$ cat src/verilog/isx_alu.sv
package isx_pkg;
  localparam int ISX_INSTR_W = 14;
  localparam int ISX_DATA_W = 8;
  localparam int ISX_ADDR_W = 7;
  // Field positions inside the 14-bit instruction word
  localparam int ISX_OPC_MSB = 13;
  localparam int ISX_OPC_LSB = 8;
  localparam int ISX_DEST_BIT = 7;
  localparam int ISX_ADDR_MSB = 6;
  localparam int ISX_LIT_MSB = 7;
  // Six-bit opcode patterns
  localparam logic [5:0] ISX_OPC_INC_SKIP = 6'h0f;
  localparam logic [5:0] ISX_OPC_OR_LIT = 6'h38;
  localparam logic [5:0] ISX_OPC_OR_FILE = 6'h04;
  // Values after reset, plus the increment step and the zero byte
  localparam logic [7:0] ISX_W_RST = 8'h00;
  localparam logic ISX_Z_RST = 1'b0;
  localparam logic [7:0] ISX_ONE = 8'h01;
  localparam logic [7:0] ISX_ZERO_BYTE = 8'h00;

  typedef logic [ISX_INSTR_W-1:0] isx_instr_t;
  typedef logic [ISX_DATA_W-1:0] isx_byte_t;
  typedef logic [ISX_ADDR_W-1:0] isx_addr_t;

  typedef enum logic [1:0] {
    ISX_OP_NONE,
    ISX_OP_INC_SKIP,
    ISX_OP_OR_LIT,
    ISX_OP_OR_FILE
  } isx_op_e;

  typedef enum logic [1:0] {ISX_Q1, ISX_Q2, ISX_Q3, ISX_Q4} isx_q_e;

  typedef struct packed {
    isx_op_e op;
    logic dest;
    isx_addr_t addr;
    isx_byte_t lit;
  } isx_dec_s;

  // Opcodes outside this block decode to no operation here
  function automatic isx_dec_s isx_decode(input isx_instr_t ins);
    isx_dec_s d;
    d.dest = ins[ISX_DEST_BIT];
    d.addr = ins[ISX_ADDR_MSB:0];
    d.lit = ins[ISX_LIT_MSB:0];
    unique case (ins[ISX_OPC_MSB:ISX_OPC_LSB])
      ISX_OPC_INC_SKIP: d.op = ISX_OP_INC_SKIP;
      ISX_OPC_OR_LIT: d.op = ISX_OP_OR_LIT;
      ISX_OPC_OR_FILE: d.op = ISX_OP_OR_FILE;
      default: d.op = ISX_OP_NONE;
    endcase
    return d;
  endfunction : isx_decode

  function automatic logic isx_is_zero(input isx_byte_t v);
    return v == ISX_ZERO_BYTE;
  endfunction : isx_is_zero
endpackage : isx_pkg

module isx_alu (
  input wire isx_pkg::isx_op_e op,
  input wire isx_pkg::isx_byte_t w_val,
  input wire isx_pkg::isx_byte_t opnd,
  output isx_pkg::isx_byte_t result,
  output logic zero
);
  import isx_pkg::*;
  // Process-data quarter: increment wraps at 8 bits, ORs are bitwise
  assign result = (op == ISX_OP_INC_SKIP) ? isx_byte_t'(opnd + ISX_ONE) :
                  (op == ISX_OP_NONE) ? ISX_ZERO_BYTE : (w_val | opnd);
  assign zero = isx_is_zero(result);
endmodule : isx_alu

$ cat src/verilog/isx_exec.sv
module isx_exec (
  input wire logic CLK,
  input wire logic RST,
  input wire logic INSTR_VALID,
  input wire isx_pkg::isx_instr_t INSTR,
  input wire isx_pkg::isx_byte_t FILE_RDATA,
  output logic QUARTER_ONE,
  output logic NOP_CYCLE,
  output isx_pkg::isx_addr_t FILE_ADDR,
  output logic FILE_RD,
  output logic FILE_WE,
  output isx_pkg::isx_byte_t FILE_WDATA,
  output isx_pkg::isx_byte_t W,
  output logic ZERO
);
  import isx_pkg::*;

  isx_q_e q_r;
  isx_q_e q_nxt;
  isx_dec_s ir_r;
  isx_dec_s dec_w;
  isx_byte_t opnd_r;
  isx_byte_t res_r;
  logic res_zero_r;
  isx_byte_t alu_res;
  logic alu_zero;
  logic take_w;
  logic uses_file_w;
  logic w_dest_w;
  logic f_dest_w;
  logic z_upd_w;

  // Decode and destination selection
  assign dec_w = isx_decode(INSTR);
  // Word offered during the no-op cycle is the discarded one
  assign take_w = (q_r == ISX_Q1) && INSTR_VALID && !NOP_CYCLE;
  assign uses_file_w = (dec_w.op == ISX_OP_INC_SKIP) ||
                       (dec_w.op == ISX_OP_OR_FILE);
  assign w_dest_w = (ir_r.op == ISX_OP_OR_LIT) ||
                    ((ir_r.op != ISX_OP_NONE) && !ir_r.dest);
  assign f_dest_w = ((ir_r.op == ISX_OP_INC_SKIP) ||
                     (ir_r.op == ISX_OP_OR_FILE)) && ir_r.dest;
  // Increment-skip leaves the zero flag alone
  assign z_upd_w = (ir_r.op == ISX_OP_OR_LIT) ||
                   (ir_r.op == ISX_OP_OR_FILE);

  isx_alu u_alu (
    .op(ir_r.op),
    .w_val(W),
    .opnd(opnd_r),
    .result(alu_res),
    .zero(alu_zero)
  );

  // Free-running quarter sequence, one clock per quarter
  always_comb
  begin
    unique case (q_r)
      ISX_Q1: q_nxt = ISX_Q2;
      ISX_Q2: q_nxt = ISX_Q3;
      ISX_Q3: q_nxt = ISX_Q4;
      ISX_Q4: q_nxt = ISX_Q1;
    endcase
  end

  always_ff @(posedge CLK)
  begin
    if (RST)
    begin
      q_r <= ISX_Q1;
      QUARTER_ONE <= 1'b1;
    end
    else
    begin
      q_r <= q_nxt;
      QUARTER_ONE <= (q_nxt == ISX_Q1);
    end
  end

  // Q1: decode; an idle or skipped slot holds no operation
  always_ff @(posedge CLK)
  begin
    if (RST)
      ir_r <= '0;
    else if (q_r == ISX_Q1)
      ir_r <= take_w ? dec_w : '0;
  end

  // Q2: file read strobe; register data or literal latched at its end
  always_ff @(posedge CLK)
  begin
    if (RST)
    begin
      FILE_RD <= 1'b0;
      FILE_ADDR <= '0;
      opnd_r <= ISX_ZERO_BYTE;
    end
    else
    begin
      FILE_RD <= take_w && uses_file_w;
      if (take_w)
        FILE_ADDR <= dec_w.addr;
      if (q_r == ISX_Q2)
        opnd_r <= (ir_r.op == ISX_OP_OR_LIT) ? ir_r.lit : FILE_RDATA;
    end
  end

  // Q3: process data, stage the file write for Q4
  always_ff @(posedge CLK)
  begin
    if (RST)
    begin
      res_r <= ISX_ZERO_BYTE;
      res_zero_r <= 1'b0;
      FILE_WE <= 1'b0;
      FILE_WDATA <= ISX_ZERO_BYTE;
    end
    else
    begin
      FILE_WE <= (q_r == ISX_Q3) && f_dest_w;
      if (q_r == ISX_Q3)
      begin
        res_r <= alu_res;
        res_zero_r <= alu_zero;
        FILE_WDATA <= alu_res;
      end
    end
  end

  // Q4: write W unless the file is the destination, zero for the ORs only; arm the no-op cycle when the count hits zero
  always_ff @(posedge CLK)
  begin
    if (RST)
    begin
      W <= ISX_W_RST;
      ZERO <= ISX_Z_RST;
      NOP_CYCLE <= 1'b0;
    end
    else if (q_r == ISX_Q4)
    begin
      if (w_dest_w)
        W <= res_r;
      if (z_upd_w)
        ZERO <= res_zero_r;
      NOP_CYCLE <= (ir_r.op == ISX_OP_INC_SKIP) && res_zero_r;
    end
  end
endmodule : isx_exec

$ cat config.mk
export PLATFORM = sky130hd
export DESIGN_NAME = isx_exec
export DESIGN_NICKNAME = d
export VERILOG_FILES = /design/src/verilog/isx_alu.sv /design/src/verilog/isx_exec.sv
export SDC_FILE = /design/constraint.sdc
export NUM_CORES = 1
export LEC_CHECK = 0
export BUFFER_PORTS_ARGS = -buffer_cell sky130_fd_sc_hd__buf_2
export CAP_MARGIN = 20
export CORE_ASPECT_RATIO = 0.8
export CORE_MARGIN = 2
export CORE_UTILIZATION = 35
export CTS_CLUSTER_DIAMETER = 30
export DETAILED_ROUTE_END_ITERATION = 10
export HOLD_SLACK_MARGIN = 0.08
export PLACE_DENSITY = 0.55
export SYNTH_ARGS = -nofsm -noshare
export SYNTH_HDL_FRONTEND = slang
export SYNTH_SLANG_ARGS = --single-unit
export TNS_END_PERCENT = 100
$ cat constraint.sdc
create_clock -name CLK -period 2.15 [get_ports CLK]
set_clock_uncertainty 0.15 [all_clocks]
set_input_delay 0.215 -clock CLK [delete_from_list [all_inputs] [get_ports CLK]]
set_output_delay 0.215 -clock CLK [all_outputs]
set_load 0.01 [all_outputs]
==> Flow_metrics.wiki <==
{| class="wikitable"
! Metric !! Value
|-
| Dominant register cell in the synthesized netlist || dfxtp_1
|-
| Leading cell types by total area after synthesis || dfxtp_1 45%, mux2i_1 10%, nor2_1 5.2%, a21oi_1 4.8%, nand2_1 3.6%
|-
| N_diodes || 0
|-
| Share of the synthesized area in compound gates (AO/OA/AOI/OAI) || 14.90%
|-
| Final GP Congestion || 0.8071
|-
| Leading cell type by number of instances after synthesis || dfxtp_1
|-
| Worst reg2reg path depth || 6
|-
| Multiplexer share of the synthesized area || 10.13%
|-
| Core ar. || 5943 sq um
|-
| Residual antenna-violating net count after detailed routing || 0
|-
| Cells traversed along the worst timing path || dlygate4sd3_1 > buf_2 > nand3_1 > dlygate4sd3_1 > a2111oi_2 > or2_2
|-
| Share of the yosys chip area belonging to registers || 45.11%
|-
| Vertical die dimension || 74.50 um
|-
| Transition time at the pin with the least slew margin || 0.5869 ns
|-
| Setup TNS || 0 ns
|-
| Post-synthesis adder-cell area fraction || 3.452%
|-
| Maximum level of the CTS H-tree || 2
|-
| Type of the setup path with the least slack || in2reg
|-
| Proportion of netlist area held by the largest area contributor || 45.11%
|-
| Area of combinational cells with multiple inputs || 1079 sq um
|-
| Clock transition time at the flip-flop clock pins of the worst setup and hold paths || 0.09 ns
|-
| Critical path's largest stage delay || 0.57 ns
|-
| Max-slew violation count || 0
|-
| Vias in the first global route || 1699
|-
| Synth Area in Simple Gates || 20.71%
|-
| Register bit total from synthesis || 49
|-
| Routed vias || 1852
|-
| Layout area overhead || 23.59%
|-
| Area of the mapped netlist || 2175 sq um
|-
| Hold WC Path Type || in2reg
|-
| Synth Area in XOR/XNOR || 0.4028%
|-
| Initial core utilization || 36.59%
|-
| Count of yosys warnings during synthesis || 0
|-
| Post-DP HPWL || 3551 um
|-
| Sequential cell area in the final layout || 980.9 sq um
|-
| Maximum clock path buffer count || 2
|-
| Unique cell type count in the Yosys netlist || 40
|-
| Most used routing layer in global routing || met2
|-
| Post-Synthesis Net Count || 274
|-
| CTS root buffer || clkbuf_8
|-
| Total number of nets in the final design || 334
|-
| GR met3 Demand/Resource || 4.661%
|-
| Dominant combinational cell family by area after synthesis || simple AND/OR/NAND/NOR gates
|-
| Cell count after synthesis || 243
|-
| Final period demand of the worst path || 1.894 ns
|-
| Slowest-stage cell, CP || dlygate4sd3_1
|-
| Fraction of layout cells with a size suffix above 1 || 22.37%
|-
| Maximum number of pins on one net before global-route repair || 31
|-
| Clk Latency, worst-skew pair || 0.30 ns
|-
| Detailed Routing Iterations Pass 1 || 4
|-
| Status || complete, no violations
|-
| Aggregate global-route resource usage || 15.54%
|-
| Data required time at the worst endpoint || 2.25 ns
|-
| Number of buffers added by the clock tree synthesis step || 5
|-
| P per Cell Area || 788.4 nW/um^2
|-
| Number of flops mapped to enable cells by yosys || 0
|-
| Kind of start point of the critical path || primary input
|-
| Data arrival time of the critical path || 2.00 ns
|-
| Global-route wire length before repair || 8273 um
|-
| Peak ir drop on the vdd network || 0.2905 mV
|-
| GR Overflow Total || 0
|-
| Biggest fanout along the worst timing path || 3
|-
| Worst rel slew slack || 60.82%
|-
| Met2 usage in global routing || 23.53%
|-
| Layout filler cell count || 623
|-
| Number of endpoints failing setup at the final stage || 0
|-
| # rows || 25
|-
| Max-capacitance violation count || 0
|-
| GR Layer Usage met1 || 21.21%
|-
| Avg Vias per Cell || 4.810
|-
| Per-instance average area after synthesis || 8.949 sq um
|-
| Worst Setup End Kind || register
|-
| CTS sink count || 49
|-
| Leakage power total || 1.209 nW
|-
| CTS tree || built
|-
| Ranking of synthesized cells by instance count || 49 x dfxtp_1, 30 x nor2_1, 22 x mux2i_1
|-
| Number of buffers added for setup after CTS || 0
|-
| Number of DRC markers in iteration 0 || 76
|-
| Avg WL per Cell || 12.76 um
|-
| Count of port buffers added during placement || 52
|-
| Most prevalent standard cell on the critical path || dlygate4sd3_1
|-
| Worst-case hold slack || 0.09040 ns
|-
| Ratio of final minimum period to clock period || 88.11%
|-
| Antenna violations before repair || 0
|-
| WHS Path Cells || 3
|-
| RSZ-0062 raised after global routing || false
|-
| Horizontal die dimension || 92.13 um
|-
| Total wire length after detailed routing || 4911 um
|-
| Io pins || 53
|-
| Number of remaining DRC errors || 0
|-
| Die Area || 6863 sq um
|-
| Max Clock Freq || 527.9 MHz
|-
| Dominant cell type by area after synthesis || dfxtp_1
|-
| Final Hold Viols || 0
|-
| Fraction of registers with async set or reset after synthesis || 0%
|}
-- what timing repair did --
action                                 4_1_cts  5_1_grt
endpoints found under the hold margin       16        0
gates resized for setup                      0        0
hold buffers                                13        0
-- placed cells by master (no fill, tap or decap), types with 2 or more instances in the layout --
cell           synthesis  routed
dlygate4sd3_1          0      13
nor3_1                 5       5
clkbuf_1               9       3
a21oi_1               21      21
a211oi_1               9       9
nor2_1                30      30
nand3b_1               2       2
nand2b_1              10      10
o21a_1                 2       2
buf_2                  2      52
nand3_1                7       7
nor2b_1                4       4
ha_1                   6       6
buf_4                  3       4
o21ai_1                2       2
or2_2                  2       2
mux2i_1               22      22
inv_1                  7       7
or3_1                  2       2
nand2_1               21      21
clkbuf_8               0       5
dfxtp_1               49      49
nand4_1                3       3
o21ai_0                6       6
-- state kept, by name, indices dropped and copies added, names as in the netlist --
signal       flops
ZERO             1
W                8
NOP_CYCLE        1
FILE_WE          1
ir_r            10
QUARTER_ONE      1
FILE_RD          1
q_r              2
opnd_r           8
res_zero_r       1
res_r            8
FILE_ADDR        7
-- routing by layer --
metal  up-vias  wire length, um
met5         -                0
met4         0               65
met3         6              264
met2        46             2114
met1       837             2466
li1        963                -
-- layout make-up --
class | instances | share of cell area (%)
Clock buffer | 8 | 2.980
Multi-Input combinational cell | 171 | 40.13
Inverter | 7 | 0.9777
Tap cell | 81 | 3.771
Sequential cell | 49 | 36.50
Timing Repair Buffer | 69 | 15.64
-- critical path: cells and delay by family --
kind | cells | cell delay, ns
buffers and inverters | 3 | 1.22
AND/OR/NAND/NOR | 2 | 0.23
AO/OA/AOI/OAI | 1 | 0.33
-- worst paths after layout --
check,start,end,slack (ns)
worst min register to register,FILE_ADDR[2],FILE_ADDR[2],0.30
worst max-delay path,INSTR[8],ir_r[16],0.26
worst max register to register,opnd_r[0],res_zero_r,0.27
worst min-delay path,INSTR[11],FILE_RD,0.09
-- metrics by stage --
step           utilization, %  area [sq um]  total power [mW]  setup slack (ns)  instances
6_report                45.22          2688             2.119            0.2556        385
3_3_place_gp            41.68          2477             1.603            0.3565        364
4_1_cts                 45.22          2688             2.147            0.2740        385
2_1_floorplan               -          2175             1.464            0.4315        243
5_1_grt                 45.22          2688             2.265            0.1384        385
3_5_place_dp            41.68          2477             1.604            0.3030        364
-- logic make-up after synthesis --
logic type                 Yosys count
AOI/OAI and AO/OA                   50
xor gates and xnor gates             1
adders and majority gates            6
buffers and inverters               23
DFF                                 49
muxes                               22
and+or+nand+nor                     92
-- power breakdown --
part	leakage [nW]	switching, mW	internal [mW]
clock	0.0395	0.293	0.232
combinational	0.770	0.262	0.219
sequential	0.399	0.102	1.01
No activity file was read; power rests on OpenSTA's default activity.
